## config.mk

```make
export PLATFORM = sky130hd
export DESIGN_NAME = moe_exec
export DESIGN_NICKNAME = d
export VERILOG_FILES = /design/src/moe_pkg.sv /design/src/moe_exec.sv /design/src/moe_operate_dec.sv
export SDC_FILE = /design/constraint.sdc
export NUM_CORES = 1
export LEC_CHECK = 0
export BUFFER_PORTS_ARGS = -buffer_cell sky130_fd_sc_hd__buf_2
export CAP_MARGIN = 40
export CORE_ASPECT_RATIO = 0.75
export CORE_UTILIZATION = 40
export DETAILED_ROUTE_END_ITERATION = 8
export PLACE_DENSITY_LB_ADDON = 0.08
export SLEW_MARGIN = 25
export SYNTH_ARGS = -nofsm -noshare
export SYNTH_HDL_FRONTEND = slang
export SYNTH_SLANG_ARGS = --single-unit
```

## constraint.sdc

```tcl
create_clock -name core_clk_i -period 6.4 [get_ports core_clk_i]
set_input_delay 0.32 -clock core_clk_i [delete_from_list [all_inputs] [get_ports core_clk_i]]
set_output_delay 0.32 -clock core_clk_i [all_outputs]
set_load 0.02 [all_outputs]
```

## src/moe_pkg.sv

```systemverilog
package moe_pkg;

   // ------------------------------------------------------------
   // Word layout
   // ------------------------------------------------------------
   localparam int unsigned WORD_W = 18;
   localparam int unsigned ADDR_W = 15;

   // Opcodes sit in instruction bits 0-3, which are the top four bits of the word.
   localparam logic [3:0] OP_SUPERVISOR   = 4'h0;
   localparam logic [3:0] OP_STORE        = 4'h1;
   localparam logic [3:0] OP_JUMP_SUB     = 4'h2;
   localparam logic [3:0] OP_STORE_ZERO   = 4'h3;
   localparam logic [3:0] OP_LOAD         = 4'h4;
   localparam logic [3:0] OP_XOR          = 4'h5;
   localparam logic [3:0] OP_ONES_ADD     = 4'h6;
   localparam logic [3:0] OP_TWOS_ADD     = 4'h7;
   localparam logic [3:0] OP_EXEC_REMOTE  = 4'h8;
   localparam logic [3:0] OP_INC_SKIP     = 4'h9;
   localparam logic [3:0] OP_AND          = 4'ha;
   localparam logic [3:0] OP_SKIP_DIFFER  = 4'hb;
   localparam logic [3:0] OP_JUMP         = 4'hc;
   localparam logic [3:0] OP_OPERATE      = 4'hf;

   // Operate word bit positions, written as vector indices (index = 17 - bit number).
   localparam int unsigned OPB_CLR_WORK   = 12;
   localparam int unsigned OPB_CLR_CARRY  = 11;
   localparam int unsigned OPB_ROT_TWO    = 10;
   localparam int unsigned OPB_INVERT     = 9;
   localparam int unsigned OPB_SK_CARRY   = 8;
   localparam int unsigned OPB_SK_ZERO    = 7;
   localparam int unsigned OPB_SK_NEG     = 6;
   localparam int unsigned OPB_HALT       = 5;
   localparam int unsigned OPB_ROT_RIGHT  = 4;
   localparam int unsigned OPB_ROT_LEFT   = 3;
   localparam int unsigned OPB_OR_SWITCH  = 2;
   localparam int unsigned OPB_CMP_CARRY  = 1;
   localparam int unsigned OPB_CMP_WORK   = 0;

   // ------------------------------------------------------------
   // Fixed locations, priority and reset values
   // ------------------------------------------------------------
   localparam logic [14:0] SUPER_SAVE_ADDR = 15'h0010;
   localparam logic [14:0] SUPER_ENTRY_ADDR = 15'h0011;
   localparam logic [2:0]  SUPER_PRIO_LVL = 3'h4;
   localparam logic [14:0] PC_RESET       = 15'h0000;
   localparam logic [17:0] WORD_ZERO      = 18'h00000;

   // ------------------------------------------------------------
   // Carriers
   // ------------------------------------------------------------
   typedef struct packed {
      logic        req;
      logic        wr;
      logic [14:0] addr;
      logic [17:0] wdata;
   } moe_mem_req_t;

   typedef struct packed {
      logic        rot_right;
      logic        rot_left;
      logic        rot_two;
      logic        inc_work;
      logic        swap;
      logic        skip;
   } moe_op_dec_t;

   typedef enum logic [2:0] {
      MOE_FETCH,
      MOE_FETCH_WAIT,
      MOE_OPERAND,
      MOE_OPERAND_WAIT,
      MOE_WRITE,
      MOE_WRITE_WAIT,
      MOE_HALTED
   } moe_state_t;

endpackage

```

## src/moe_exec.sv

```systemverilog
// Functional notes
// - Store writes working register to effective location; register unchanged.
// - Store_zero_word, opcode 14, writes zero word; register unchanged.
// - Twos_complement_add, opcode 34, adds memory; carry out complements carry bit.
// - Ones-complement add, opcode 30, end-around; like-sign overflow sets carry, sticky.
// - Increment_skip_zero, opcode 44, writes incremented word back; skips if zero.
// - Skip_if_differ, opcode 54, skips when memory differs from register.
// - AND, opcode 50, bitwise ANDs memory into working register.
// - XOR, opcode 24, bitwise exclusive-ORs memory into working register.
// - Execute_remote, opcode 40, runs instruction at effective address.
// - In user mode, execute_remote targeting execute_remote is refused.
// - Jump, opcode 60, loads operand bits 5-17 into program counter.
// - Jump_subroutine saves carry, bank, user, PC; continues at target plus one.
// - Outside user mode, interrupts blocked for one instruction after jump_subroutine.
// - Memory-management variant with user mode stores only the 15-bit PC instead, upper three bits zero.
// - Supervisor_entry saves state at 20, clears user mode, continues at 21.
// - Supervisor_entry raises priority 4 if enabled and the current level is below 4; blocks interrupts one instruction.
// - Operate instructions finish in one cycle; bits combine, except a rotate or swap disables switch-OR and complements.
// - Operate bits: clears, rotate-two, invert, skips, halt, rotates, OR, complements.
// - Bits 13,14 give increment_working, with bit 7 swap_halves, not rotation.
// - Non-inverted skips are ORed: carry set, register zero, register negative.
// - Inverted skips are ANDed: carry clear, register nonzero, non-negative.
// - Operate order: skips, clears, rotates, complements and switch-OR, halt last.
// - Increment_working overflow complements the carry bit.

`timescale 1ns/1ps
`default_nettype none

module moe_exec #(
   parameter int unsigned ADDR_W = moe_pkg::ADDR_W
) (
   // Clock and reset
   input  wire logic                 core_clk_i,
   input  wire logic                 rst_n_i,
   // Core memory
   output wire moe_pkg::moe_mem_req_t mem_o,
   input  wire logic                 mem_ack_i,
   input  wire logic [17:0]          mem_rdata_i,
   // Mode and console inputs
   input  wire logic                 run_i,
   input  wire logic                 mm_variant_i,
   input  wire logic                 irq_enable_i,
   input  wire logic [17:0]          switches_i,
   input  wire logic [2:0]           irq_level_i,
   // State outputs
   output logic [17:0]               working_register_o,
   output logic                      carry_o,
   output logic [14:0]               pc_o,
   output logic                      bank_addressing_mode_o,
   output logic                      user_protection_mode_o,
   output logic                      halted_o,
   output logic                      irq_block_o,
   output logic                      raise_prio_o,
   output logic [2:0]                raise_level_o,
   output logic                      xct_trap_o
);

   if (ADDR_W != 15) begin : g_addr_check
      $error("moe_exec supports a 15-bit address only");
   end

   // ------------------------------------------------------------
   // State
   // ------------------------------------------------------------
   moe_pkg::moe_state_t state_q, state_d;
   logic [17:0] ac_q, ac_d;
   logic        link_q, link_d;
   logic [14:0] pc_q, pc_d;
   logic        um_q, um_d;
   logic        bm_q;
   logic [17:0] ir_q, ir_d;
   logic        xct_q, xct_d;
   logic        blk_q, blk_d;
   logic        rp_q, rp_d;
   logic        trap_q, trap_d;
   logic [14:0] ea_q, ea_d;
   logic [17:0] wd_q, wd_d;
   moe_pkg::moe_op_dec_t dec;

   // ------------------------------------------------------------
   // Decode and datapath
   // ------------------------------------------------------------
   wire logic [3:0]  opc      = ir_q[17:14];
   wire logic [14:0] ea_now   = {2'h0, ir_q[12:0]};
   wire logic [18:0] tsum     = {1'b0, ac_q} + {1'b0, mem_rdata_i};
   wire logic [18:0] osum_raw = {1'b0, ac_q} + {1'b0, mem_rdata_i};
   wire logic [17:0] osum     = osum_raw[17:0] + {17'h0, osum_raw[18]};
   wire logic        ovf      = (ac_q[17] == mem_rdata_i[17]) && (osum[17] != ac_q[17]);
   wire logic [17:0] inc_word = mem_rdata_i + 18'h00001;
   wire logic [14:0] pc_skip  = pc_q + 15'h0001;
   wire logic [17:0] jms_word = (mm_variant_i && um_q) ? {3'h0, pc_q} : {link_q, bm_q, um_q, pc_q};
   wire logic        needs_rd = (opc == moe_pkg::OP_LOAD) || (opc == moe_pkg::OP_XOR) ||
                                (opc == moe_pkg::OP_ONES_ADD) || (opc == moe_pkg::OP_TWOS_ADD) ||
                                (opc == moe_pkg::OP_INC_SKIP) || (opc == moe_pkg::OP_AND) ||
                                (opc == moe_pkg::OP_SKIP_DIFFER) || (opc == moe_pkg::OP_EXEC_REMOTE);

   moe_operate_dec u_dec (
      .op_word_i (ir_q),
      .carry_i   (link_q),
      .work_i    (ac_q),
      .dec_o     (dec)
   );

   // Operate datapath in column order: clears, then rotates, complements and switch-OR.
   logic [17:0] op_ac;
   logic        op_l;
   always_comb begin
      op_ac = ir_q[moe_pkg::OPB_CLR_WORK] ? moe_pkg::WORD_ZERO : ac_q;
      op_l  = ir_q[moe_pkg::OPB_CLR_CARRY] ? 1'b0 : link_q;
      if (dec.swap) begin
         op_ac = {op_ac[8:0], op_ac[17:9]};
      end else if (dec.rot_right) begin
         {op_ac, op_l} = dec.rot_two ? {op_ac[0], op_l, op_ac[17:1]} : {op_l, op_ac};
      end else if (dec.rot_left) begin
         {op_l, op_ac} = dec.rot_two ? {op_ac[16:0], op_l, op_ac[17]} : {op_ac, op_l};
      end else begin
         if (ir_q[moe_pkg::OPB_OR_SWITCH]) op_ac = op_ac | switches_i;
         if (ir_q[moe_pkg::OPB_CMP_WORK])  op_ac = ~op_ac;
         if (dec.inc_work) begin
            if (op_ac == 18'h3ffff) op_l = ~op_l;
            op_ac = op_ac + 18'h00001;
         end
         if (ir_q[moe_pkg::OPB_CMP_CARRY]) op_l = ~op_l;
      end
   end

   // ------------------------------------------------------------
   // Sequencer
   // ------------------------------------------------------------
   always_comb begin
      state_d = state_q;
      ac_d = ac_q;
      link_d = link_q;
      pc_d = pc_q;
      um_d = um_q;
      ir_d = ir_q;
      xct_d = xct_q;
      blk_d = blk_q;
      rp_d = 1'b0;
      trap_d = 1'b0;
      ea_d = ea_q;
      wd_d = wd_q;
      case (state_q)
         moe_pkg::MOE_FETCH: begin
            if (run_i) state_d = moe_pkg::MOE_FETCH_WAIT;
         end
         moe_pkg::MOE_FETCH_WAIT: begin
            if (mem_ack_i) begin
               ir_d = mem_rdata_i;
               if (!xct_q) pc_d = pc_q + 15'h0001;
               state_d = moe_pkg::MOE_OPERAND;
            end
         end
         moe_pkg::MOE_OPERAND: begin
            state_d = moe_pkg::MOE_FETCH;
            xct_d = 1'b0;
            blk_d = 1'b0;
            ea_d = ea_now;
            case (opc)
               moe_pkg::OP_STORE: begin
                  wd_d = ac_q;
                  state_d = moe_pkg::MOE_WRITE;
               end
               moe_pkg::OP_STORE_ZERO: begin
                  wd_d = moe_pkg::WORD_ZERO;
                  state_d = moe_pkg::MOE_WRITE;
               end
               moe_pkg::OP_JUMP: pc_d = ea_now;
               moe_pkg::OP_JUMP_SUB: begin
                  wd_d = jms_word;
                  pc_d = ea_now + 15'h0001;
                  blk_d = !um_q;
                  state_d = moe_pkg::MOE_WRITE;
               end
               moe_pkg::OP_SUPERVISOR: begin
                  ea_d = moe_pkg::SUPER_SAVE_ADDR;
                  wd_d = jms_word;
                  pc_d = moe_pkg::SUPER_ENTRY_ADDR;
                  um_d = 1'b0;
                  blk_d = 1'b1;
                  rp_d = irq_enable_i && (irq_level_i < moe_pkg::SUPER_PRIO_LVL);
                  state_d = moe_pkg::MOE_WRITE;
               end
               moe_pkg::OP_OPERATE: begin
                  ac_d = op_ac;
                  link_d = op_l;
                  if (dec.skip) pc_d = pc_skip;
                  if (ir_q[moe_pkg::OPB_HALT]) state_d = moe_pkg::MOE_HALTED;
               end
               default: begin
                  if (needs_rd) state_d = moe_pkg::MOE_OPERAND_WAIT;
               end
            endcase
         end
         moe_pkg::MOE_OPERAND_WAIT: begin
            if (mem_ack_i) begin
               state_d = moe_pkg::MOE_FETCH;
               case (opc)
                  moe_pkg::OP_LOAD: ac_d = mem_rdata_i;
                  moe_pkg::OP_TWOS_ADD: begin
                     ac_d = tsum[17:0];
                     link_d = link_q ^ tsum[18];
                  end
                  moe_pkg::OP_ONES_ADD: begin
                     ac_d = osum;
                     link_d = link_q | ovf;
                  end
                  moe_pkg::OP_AND: ac_d = ac_q & mem_rdata_i;
                  moe_pkg::OP_XOR: ac_d = ac_q ^ mem_rdata_i;
                  moe_pkg::OP_SKIP_DIFFER: begin
                     if (mem_rdata_i != ac_q) pc_d = pc_skip;
                  end
                  moe_pkg::OP_INC_SKIP: begin
                     wd_d = inc_word;
                     if (inc_word == moe_pkg::WORD_ZERO) pc_d = pc_skip;
                     state_d = moe_pkg::MOE_WRITE;
                  end
                  moe_pkg::OP_EXEC_REMOTE: begin
                     if (um_q && (mem_rdata_i[17:14] == moe_pkg::OP_EXEC_REMOTE)) begin
                        trap_d = 1'b1;
                     end else begin
                        ir_d = mem_rdata_i;
                        xct_d = 1'b1;
                        state_d = moe_pkg::MOE_OPERAND;
                     end
                  end
                  default: ;
               endcase
            end
         end
         moe_pkg::MOE_WRITE: state_d = moe_pkg::MOE_WRITE_WAIT;
         moe_pkg::MOE_WRITE_WAIT: begin
            if (mem_ack_i) state_d = moe_pkg::MOE_FETCH;
         end
         moe_pkg::MOE_HALTED: begin
            if (!run_i) state_d = moe_pkg::MOE_FETCH;
         end
         default: state_d = moe_pkg::MOE_FETCH;
      endcase
   end

   always_ff @(posedge core_clk_i) begin
      if (!rst_n_i) begin
         state_q <= moe_pkg::MOE_FETCH;
         ac_q <= moe_pkg::WORD_ZERO;
         link_q <= 1'b0;
         pc_q <= moe_pkg::PC_RESET;
         um_q <= 1'b0;
         bm_q <= 1'b0;
         ir_q <= moe_pkg::WORD_ZERO;
         xct_q <= 1'b0;
         blk_q <= 1'b0;
         rp_q <= 1'b0;
         trap_q <= 1'b0;
         ea_q <= moe_pkg::PC_RESET;
         wd_q <= moe_pkg::WORD_ZERO;
      end else begin
         state_q <= state_d;
         ac_q <= ac_d;
         link_q <= link_d;
         pc_q <= pc_d;
         um_q <= um_d;
         ir_q <= ir_d;
         xct_q <= xct_d;
         blk_q <= blk_d;
         rp_q <= rp_d;
         trap_q <= trap_d;
         ea_q <= ea_d;
         wd_q <= wd_d;
      end
   end

   // ------------------------------------------------------------
   // Memory request and outputs
   // ------------------------------------------------------------
   // Fetches use the program counter; in execute_remote the next fetch resumes normally.
   assign mem_o.req   = (state_q == moe_pkg::MOE_FETCH_WAIT) || (state_q == moe_pkg::MOE_OPERAND_WAIT) ||
                        (state_q == moe_pkg::MOE_WRITE_WAIT);
   assign mem_o.wr    = (state_q == moe_pkg::MOE_WRITE_WAIT);
   assign mem_o.addr  = (state_q == moe_pkg::MOE_FETCH_WAIT) ? pc_q :
                        (state_q == moe_pkg::MOE_OPERAND_WAIT) ? ea_now : ea_q;
   assign mem_o.wdata = wd_q;

   assign working_register_o     = ac_q;
   assign carry_o                = link_q;
   assign pc_o                   = pc_q;
   assign bank_addressing_mode_o = bm_q;
   assign user_protection_mode_o = um_q;
   assign halted_o               = (state_q == moe_pkg::MOE_HALTED);
   assign irq_block_o            = blk_q;
   assign raise_prio_o           = rp_q;
   assign raise_level_o          = moe_pkg::SUPER_PRIO_LVL;
   assign xct_trap_o             = trap_q;
endmodule

`default_nettype wire

```

## src/moe_operate_dec.sv

```systemverilog
`timescale 1ns/1ps
`default_nettype none

module moe_operate_dec (
   // Operate word and current state
   input  wire logic [17:0]        op_word_i,
   input  wire logic               carry_i,
   input  wire logic [17:0]        work_i,
   // Decoded actions
   output wire moe_pkg::moe_op_dec_t dec_o
);

   wire logic inv_sense;
   wire logic cond_carry;
   wire logic cond_zero;
   wire logic cond_neg;
   wire logic any_sel;
   wire logic both_rot;

   assign inv_sense  = op_word_i[moe_pkg::OPB_INVERT];
   assign cond_carry = op_word_i[moe_pkg::OPB_SK_CARRY] & carry_i;
   assign cond_zero  = op_word_i[moe_pkg::OPB_SK_ZERO] & (work_i == moe_pkg::WORD_ZERO);
   assign cond_neg   = op_word_i[moe_pkg::OPB_SK_NEG] & work_i[17];
   assign any_sel    = |op_word_i[moe_pkg::OPB_SK_CARRY -: 3];
   assign both_rot   = op_word_i[moe_pkg::OPB_ROT_RIGHT] & op_word_i[moe_pkg::OPB_ROT_LEFT];

   // With the inverted sense every selected condition must fail; with no selection this is skip_always.
   assign dec_o.skip = inv_sense ?
      !((op_word_i[moe_pkg::OPB_SK_CARRY] & carry_i) |
        (op_word_i[moe_pkg::OPB_SK_ZERO] & (work_i == moe_pkg::WORD_ZERO)) |
        (op_word_i[moe_pkg::OPB_SK_NEG] & work_i[17])) :
      (cond_carry | cond_zero | cond_neg);
   assign dec_o.inc_work  = both_rot & !op_word_i[moe_pkg::OPB_ROT_TWO];
   assign dec_o.swap      = both_rot & op_word_i[moe_pkg::OPB_ROT_TWO];
   assign dec_o.rot_right = op_word_i[moe_pkg::OPB_ROT_RIGHT] & !both_rot;
   assign dec_o.rot_left  = op_word_i[moe_pkg::OPB_ROT_LEFT] & !both_rot;
   assign dec_o.rot_two   = op_word_i[moe_pkg::OPB_ROT_TWO];

   wire logic unused_sel;
   assign unused_sel = any_sel;

endmodule

`default_nettype wire

```

==> results of run 1 <==
-- area by class of cell --
class	count	share of cell area (%)
multi-input combinational	1122	66.98
sequential	88	17.52
timing repair buffer	145	8.155
tap	294	3.655
clock buffer	9	2.238
clock inverter	7	0.7459
inverter	19	0.7086
-- per-stage QoR --
| step | utilization, % | cells | hold slack (ns) |
|---|---|---|---|
| 2_1_floorplan | - | 1345 | 0.3955 |
| 3_3_place_gp | 43.99 | 1665 | 0.4458 |
| 3_5_place_dp | 44.09 | 1667 | 0.4482 |
| 4_1_cts | 45.45 | 1683 | 0.09627 |
| 6_report | 45.52 | 1684 | 0.1035 |
| 5_1_grt | 45.52 | 1684 | 0.1038 |
-- kinds of logic (layout without fill, tap and decap cells) --
family / Yosys count / count (layout) / share of synthesized area, %
muxes: 26 / 26 / 2.882
AOI/OAI and AO/OA: 426 / 426 / 30.16
xor gates and xnor gates: 74 / 74 / 7.329
and+or+nand+nor: 559 / 559 / 29.57
adders and majority gates: 31 / 31 / 4.378
other: 2 / 6 / 0.08316
buffers and inverters: 135 / 180 / 6.096
DFF: 88 / 88 / 19.51
-- registers in the layout, indices dropped and copies added (netlist names) --
| register | count |
|---|---|
| ea_q | 13 |
| ir_q | 17 |
| irq_block_o | 1 |
| xct_q | 1 |
| pc_o | 15 |
| state_q | 3 |
| wd_q | 18 |
| raise_prio_o | 1 |
| working_register_o | 18 |
| carry_o | 1 |
-- cells in the mapped netlist, drive strengths merged (17+ instances only) --
master	number
a211oi	20
a21oi	151
a221oi	27
a22oi	21
and3	33
buf	21
clkbuf	95
dfxtp	88
ha	30
inv	17
mux2i	26
nand2	187
nand2b	27
nand3	53
nand4	18
nor2	126
nor2b	23
nor3	33
nor4	19
o21ai	86
xnor2	46
xor2	27
-- per-layer routing --
layer | track usage [%] | routed length [microns] | share of wire, %
met2 | 42.61 | 14900 | 39
met4 | 6.377 | 556 | 1.5
met3 | 7.728 | 4558 | 12
met5 | 0 | 11 | 0.029
met1 | 51.23 | 18290 | 48
-- power groups by stage --
stage / registers (W) / clock network, W / logic, W
finish: 0.000574 / 0.000558 / 0.000299
CTS: 0.000574 / 0.000567 / 0.000287
detailed placement: 0.000587 / 0 / 0.000286
global route: 0.000575 / 0.000586 / 0.000320
floorplan: 0.000575 / 0 / 0.000199
global placement: 0.000587 / 0 / 0.000285
-- worst register-to-register path, stage by stage, from the launching register on --
cell	delay, ns
dfxtp_1	0.34
ha_1	0.24
fa_1	0.47
a21o_1	0.24
a311o_1	0.44
a2111o_1	0.45
and2_1	0.17
o31ai_1	0.43
nand2b_1	0.10
a21o_1	0.21
ha_1	0.21
ha_1	0.21
nand2_1	0.14
nor2_1	0.12
nand2_1	0.13
xnor2_1	0.11
a31oi_1	0.11
or4_1	0.50
a31oi_1	0.16
-- worst paths after layout --
kind	from	end
max	working_register_o[0]$_SDFFE_PN0P_	working_register_o[8]$_SDFFE_PN0P_
min	irq_level_i[2]	raise_prio_o$_SDFF_PN0_
max reg2reg	working_register_o[0]$_SDFFE_PN0P_	working_register_o[8]$_SDFFE_PN0P_
min reg2reg	ea_q[0]$_SDFFE_PN0P_	ea_q[0]$_SDFFE_PN0P_
==> impl_metrics.env, run 1 <==
export IMPL_fin_area_sq_um=10060
export IMPL_drc_errors=0
export IMPL_die_area_sq_um=23190
export IMPL_antenna_found_initial=2
export IMPL_cts_hold_fix_buffers=0
export IMPL_finalClockSkew_ns=0.01464
export IMPL_fillers=2395
export IMPL_io_buffers=113
export IMPL_path_cells="ha_1 -> fa_1 -> a21o_1 -> a311o_1 -> a2111o_1 -> and2_1 -> o31ai_1 -> nand2b_1 -> a21o_1 -> ha_1 -> ha_1 -> nand2_1 -> nor2_1 -> nand2_1 -> xnor2_1 -> a31oi_1 -> or4_1 -> a31oi_1"
export IMPL_synth_cell_area_sq_um=9031
export IMPL_fin_crit_sh_pct=75.98
export IMPL_num_antenna_cells=0
export IMPL_rsz0062_at_grt="no"
export IMPL_cp_required_ns=6.69
export IMPL_synth_top_cells_by_area="dfxtp_1 20%, a21oi_1 8.4%, nand2_1 7.8%"
export IMPL_synth_top_cell_area_share_pct=19.51
export IMPL_grt_pass1_vias=9120
export IMPL_placementRows=47
export IMPL_cp_start_kind="flop"
export IMPL_comb_power_share_pct=20.9
export IMPL_hold_viol=0
export IMPL_drtIter0Drc=1366
export IMPL_wl_per_cell_microns=22.75
export IMPL_die_h_microns=132.1
export IMPL_final_cell_mix="187 x nand2_1, 151 x a21oi_1, 125 x nor2_1"
export IMPL_coreArea_sq_um=22110
export IMPL_synth_seq_cells=88
export IMPL_grt_pass1_wl_microns=57610
export IMPL_fmax_ghz=0.2057
export IMPL_worst_pin_slew_ns=0.8715
export IMPL_io_pins=123
export IMPL_power_density_nw_per_um2=142.2
export IMPL_cts_buffers=9
export IMPL_syn_avg_cell_area_sq_um=6.735
export IMPL_status="finished clean"
export IMPL_dr_pass1_iters=6
export IMPL_relSlewSlack_pct=41.76
export IMPL_grt_start_max_net_pins=73
export IMPL_path_common_cell="ha_1"
export IMPL_crit_arrival_ns=5.15
export IMPL_p_switching_w=0.0005063
export IMPL_leakagePower_nw=3.777
export IMPL_multiInputGateArea_sq_um=6741
export IMPL_place_ws_ns=1.431
export IMPL_drive_gt1_share_pct=12.81
export IMPL_gp_congestion=0.9663
export IMPL_cts_path_max_buffers=2
export IMPL_drv_cap=0
export IMPL_viasPerCell=6.384
export IMPL_crit_buf_inv=0
export IMPL_cts_root_buf="clkbuf_16"
export IMPL_hold_path_class="input port to flop"
export IMPL_crit_fanout=5
export IMPL_synth_distinct_cells=72
export IMPL_yosysTopAreaCell="dfxtp_1"
export IMPL_totalNegativeSetupSlack_ns=0
export IMPL_path_depth=18
export IMPL_synth_seq_area_share_pct=19.51
export IMPL_dieWidth_microns=175.5
export IMPL_nets=1461
export IMPL_ctsResizeCount=0
export IMPL_layout_min_cycle_time_ns=4.863
export IMPL_pwr_share_clk_pct=39.0
export IMPL_total_power_w=0.001432
export IMPL_routed_via_count=10750
export IMPL_cts_max_level=3
export IMPL_path_class="flop to flop"
export IMPL_vdd_ir_drop_max_mv=0.1020
export IMPL_netlist_instances=1341
export IMPL_final_common_cell="nand2_1"
export IMPL_ant_nets=0
export IMPL_setup_violations=0
export IMPL_clock_latency_ns=0.37
export IMPL_crit_path_end_kind="flop"
export IMPL_reg2reg_depth=18
export IMPL_clk_pin_slew_ns=0.08
export IMPL_p_seq_share_pct=40.1
export IMPL_grt_ovfl_total=0
export IMPL_synth_edf_count=0
export IMPL_clock_sinks=88
export IMPL_min_path_cells=2
export IMPL_ys_flop_type="dfxtp_1"
export IMPL_post_cts_buffers=0
export IMPL_detailed_place_hpwl_microns=27920
export IMPL_place_area_sq_um=9749
export IMPL_internal_power_w=0.0009253
export IMPL_grt_total_usage_pct=32.25
export IMPL_worst_path_largest_cell_delay_ns=0.50
export IMPL_crit_family="compound AO/OA/AOI/OAI gates"
export IMPL_timing_critical_path_slowest_stage_cell="or4_1"
export IMPL_regToRegSetupSlack_ns=1.54
export IMPL_setup_ws_ns=1.537
export IMPL_initial_core_util_pct=40.84
export IMPL_cts_tree="built"
export IMPL_async_flop_share_pct=0
export IMPL_area_delta_synth_final_pct=11.44
export IMPL_drv_slew=0
export IMPL_ys_warnings_count=0
export IMPL_swShare_pct=35.36
export IMPL_drt_total_wl_microns=38310
export IMPL_ff_latch_area_sq_um=1763
No activity file was read; power rests on OpenSTA's default activity.
==> run 2: changes to the inputs <==
--- a/config.mk
+++ b/config.mk
@@ -5,6 +5,7 @@
 export SDC_FILE = /design/constraint.sdc
 export NUM_CORES = 1
 export LEC_CHECK = 0
+export ABC_AREA = 1
 export BUFFER_PORTS_ARGS = -buffer_cell sky130_fd_sc_hd__buf_2
 export CAP_MARGIN = 40
 export CORE_ASPECT_RATIO = 0.75
==> constraint.sdc (replaced) <==
create_clock -name core_clk_i -period 5.1 [get_ports core_clk_i]
set_input_delay 0.255 -clock core_clk_i [delete_from_list [all_inputs] [get_ports core_clk_i]]
set_output_delay 0.255 -clock core_clk_i [all_outputs]
set_load 0.02 [all_outputs]
==> impl_metrics.env, run 2 <==
export IMPL_cts_tree="built"
export IMPL_routed_via_count=11489
export IMPL_detailed_place_hpwl_microns=31720
export IMPL_drv_cap=0
export IMPL_grt_use_met1_pct=52.19
export IMPL_place_inst=1986
export IMPL_yosysTopAreaCell="dfxtp_1"
export IMPL_grt_busiest_layer="met1"
export IMPL_ff_latch_area_sq_um=1762
export IMPL_dr_pass1_iters=5
export IMPL_grt_start_max_net_pins=62
export IMPL_synth_seq_area_share_pct=19.17
export IMPL_drv_slew=0
export IMPL_totalNegativeSetupSlack_ns=0
export IMPL_synth_cell_area_sq_um=9191
export IMPL_synth_edf_count=0
export IMPL_syn_avg_cell_area_sq_um=5.695
export IMPL_io_pins=123
export IMPL_clk_pin_slew_ns=0.07
export IMPL_ctsResizeCount=0
export IMPL_num_antenna_cells=0
export IMPL_initial_core_util_pct=41.24
export IMPL_fmax_ghz=0.2491
export IMPL_cts_hold_fix_buffers=0
export IMPL_finalClockSkew_ns=0.009039
export IMPL_cts_max_level=3
export IMPL_relSlewSlack_pct=42.16
export IMPL_antenna_found_initial=0
export IMPL_die_area_sq_um=23590
export IMPL_ys_warnings_count=0
export IMPL_final_cell_mix="418 x nand2_1, 186 x inv_1, 163 x nor2_1"
export IMPL_crit_arrival_ns=4.26
export IMPL_grtUsageMet3_pct=8.647
export IMPL_drive_gt1_share_pct=11.36
export IMPL_ys_flop_type="dfxtp_1"
export IMPL_layout_min_cycle_time_ns=4.014
export IMPL_synth_top_cells_by_area="dfxtp_1 19%, nand2_1 17%, o21ai_0 8.2%"
export IMPL_cts_buffers=9
export IMPL_clock_latency_ns=0.35
export IMPL_area_delta_synth_final_pct=13.37
export IMPL_drtIter0Drc=1525
export IMPL_dieWidth_microns=177.0
export IMPL_gr_usage_met2_pct=46.70
export IMPL_gp_congestion=0.9759
export IMPL_crit_path_end_kind="flop"
export IMPL_grt_total_usage_pct=33.94
export IMPL_path_class="flop to flop"
export IMPL_grt_pass1_vias=10088
export IMPL_worst_pin_slew_ns=0.8644
export IMPL_ant_nets=0
export IMPL_place_area_sq_um=10110
export IMPL_fin_cells=2002
export IMPL_coreArea_sq_um=22290
export IMPL_async_flop_share_pct=0
export IMPL_cp_start_kind="flop"
export IMPL_grt_pass1_wl_microns=60580
export IMPL_nets=1779
export IMPL_drt_total_wl_microns=40350
export IMPL_multiInputGateArea_sq_um=6372
export IMPL_grt_ovfl_total=0
export IMPL_synth_most_common_cell="nand2_1"
export IMPL_drc_errors=0
export IMPL_hold_viol=0
export IMPL_cp_required_ns=5.35
export IMPL_die_h_microns=133.3
export IMPL_leakagePower_nw=4.916
export IMPL_placementRows=47
export IMPL_status="finished clean"
export IMPL_clock_sinks=88
export IMPL_synth_seq_cells=88
export IMPL_fillers=2478
export IMPL_cts_path_max_buffers=2
export IMPL_viasPerCell=5.739
export IMPL_hold_path_class="input port to flop"
export IMPL_crit_fanout=7
export IMPL_cts_root_buf="clkbuf_16"
export IMPL_netlist_instances=1614
export IMPL_synth_commonest_cells="418 x nand2_1, 186 x inv_1, 164 x nor2_1"
export IMPL_fin_area_sq_um=10420
export IMPL_wl_per_cell_microns=20.16
export IMPL_synth_top_cell_area_share_pct=19.17
export IMPL_vdd_ir_drop_max_mv=0.1837
export IMPL_io_buffers=113
export IMPL_post_cts_buffers=0
export IMPL_rsz0062_at_grt="no"
export IMPL_setup_violations=0
export IMPL_fin_crit_sh_pct=78.71
export IMPL_power_density_nw_per_um2=364.5
export IMPL_synth_distinct_cells=53
export IMPL_final_common_cell="nand2_1"
## run 2: area by class of cell
| class | count | area share, % |
|---|---|---|
| Multi-Input combinational cell | 1255 | 61.16 |
| Sequential cell | 88 | 16.91 |
| Timing Repair Buffer | 146 | 8.105 |
| Inverter | 203 | 7.361 |
| Tap cell | 294 | 3.530 |
| Clock buffer | 11 | 2.329 |
| Clock inverter | 5 | 0.6124 |
## run 2: cells by family after synthesis
kind of cell    share of synthesized area [%]
flops                                   19.17
fa+ha+maj                               4.302
xor+xnor                                4.002
simple gates                            37.20
buf+inv                                 11.82
compound gates                          23.43
other cells                           0.08171
## run 2: metal layers
layer | vias to the layer above | routed length (microns)
met3 | 51 | 4410
met5 | - | 0
met2 | 552 | 16080
met1 | 5327 | 19250
li1 | 5559 | -
met4 | 0 | 616
## run 2: final timing paths
check | start | end | slack, ns | cells past startpoint
setup / recovery | working_register_o[0]$_SDFFE_PN0P_ | working_register_o[17]$_SDFFE_PN0P_ | 1.09 | 25
hold / removal | irq_level_i[2] | raise_prio_o$_SDFF_PN0_ | 0.06 | 2
setup reg to reg | working_register_o[0]$_SDFFE_PN0P_ | working_register_o[17]$_SDFFE_PN0P_ | 1.09 | 25
hold reg to reg | ea_q[1]$_SDFFE_PN0P_ | ea_q[1]$_SDFFE_PN0P_ | 0.47 | 2
## run 2: report_power, final
part           switching (W)  internal [W]  leakage [nW]
sequential          0.000172      0.000799         0.718
combinational        0.00151      0.000618          4.05
clock               0.000305      0.000397         0.146
total                0.00198       0.00182          4.92
## run 2: through the flow
step	setup slack [ns]	util [%]	total power, W	hold WS [ns]
CTS	1.198	46.75	0.003747	0.05281
global route	0.6914	46.75	0.004059	0.05349
floorplan	1.855	-	0.002321	0.3333
global placement	1.244	45.07	0.003030	0.4229
finish	1.086	46.75	0.003798	0.05848
detailed placement	1.227	45.38	0.003044	0.4311
## run 2: critical path, cell delays in order, from the launching register on
cell and delay [ns]:
dfxtp_1 0.31, buf_4 0.17, ha_1 0.27, fa_1 0.31, nand3_1 0.12, nand2_1 0.14, nand2_1 0.08, nand2_1 0.08
nand2_1 0.09, nand2_1 0.11, a21oi_1 0.09, o21bai_1 0.19, ha_1 0.21, nand2_1 0.06, nor2_1 0.17, nand3_1 0.13
nor2_1 0.16, nand4_1 0.23, nor2_1 0.37, nand3_1 0.11, nand2_1 0.10, nand2_1 0.07, a21oi_1 0.12, nor2_1 0.06
nor2_1 0.10, nor2_1 0.04
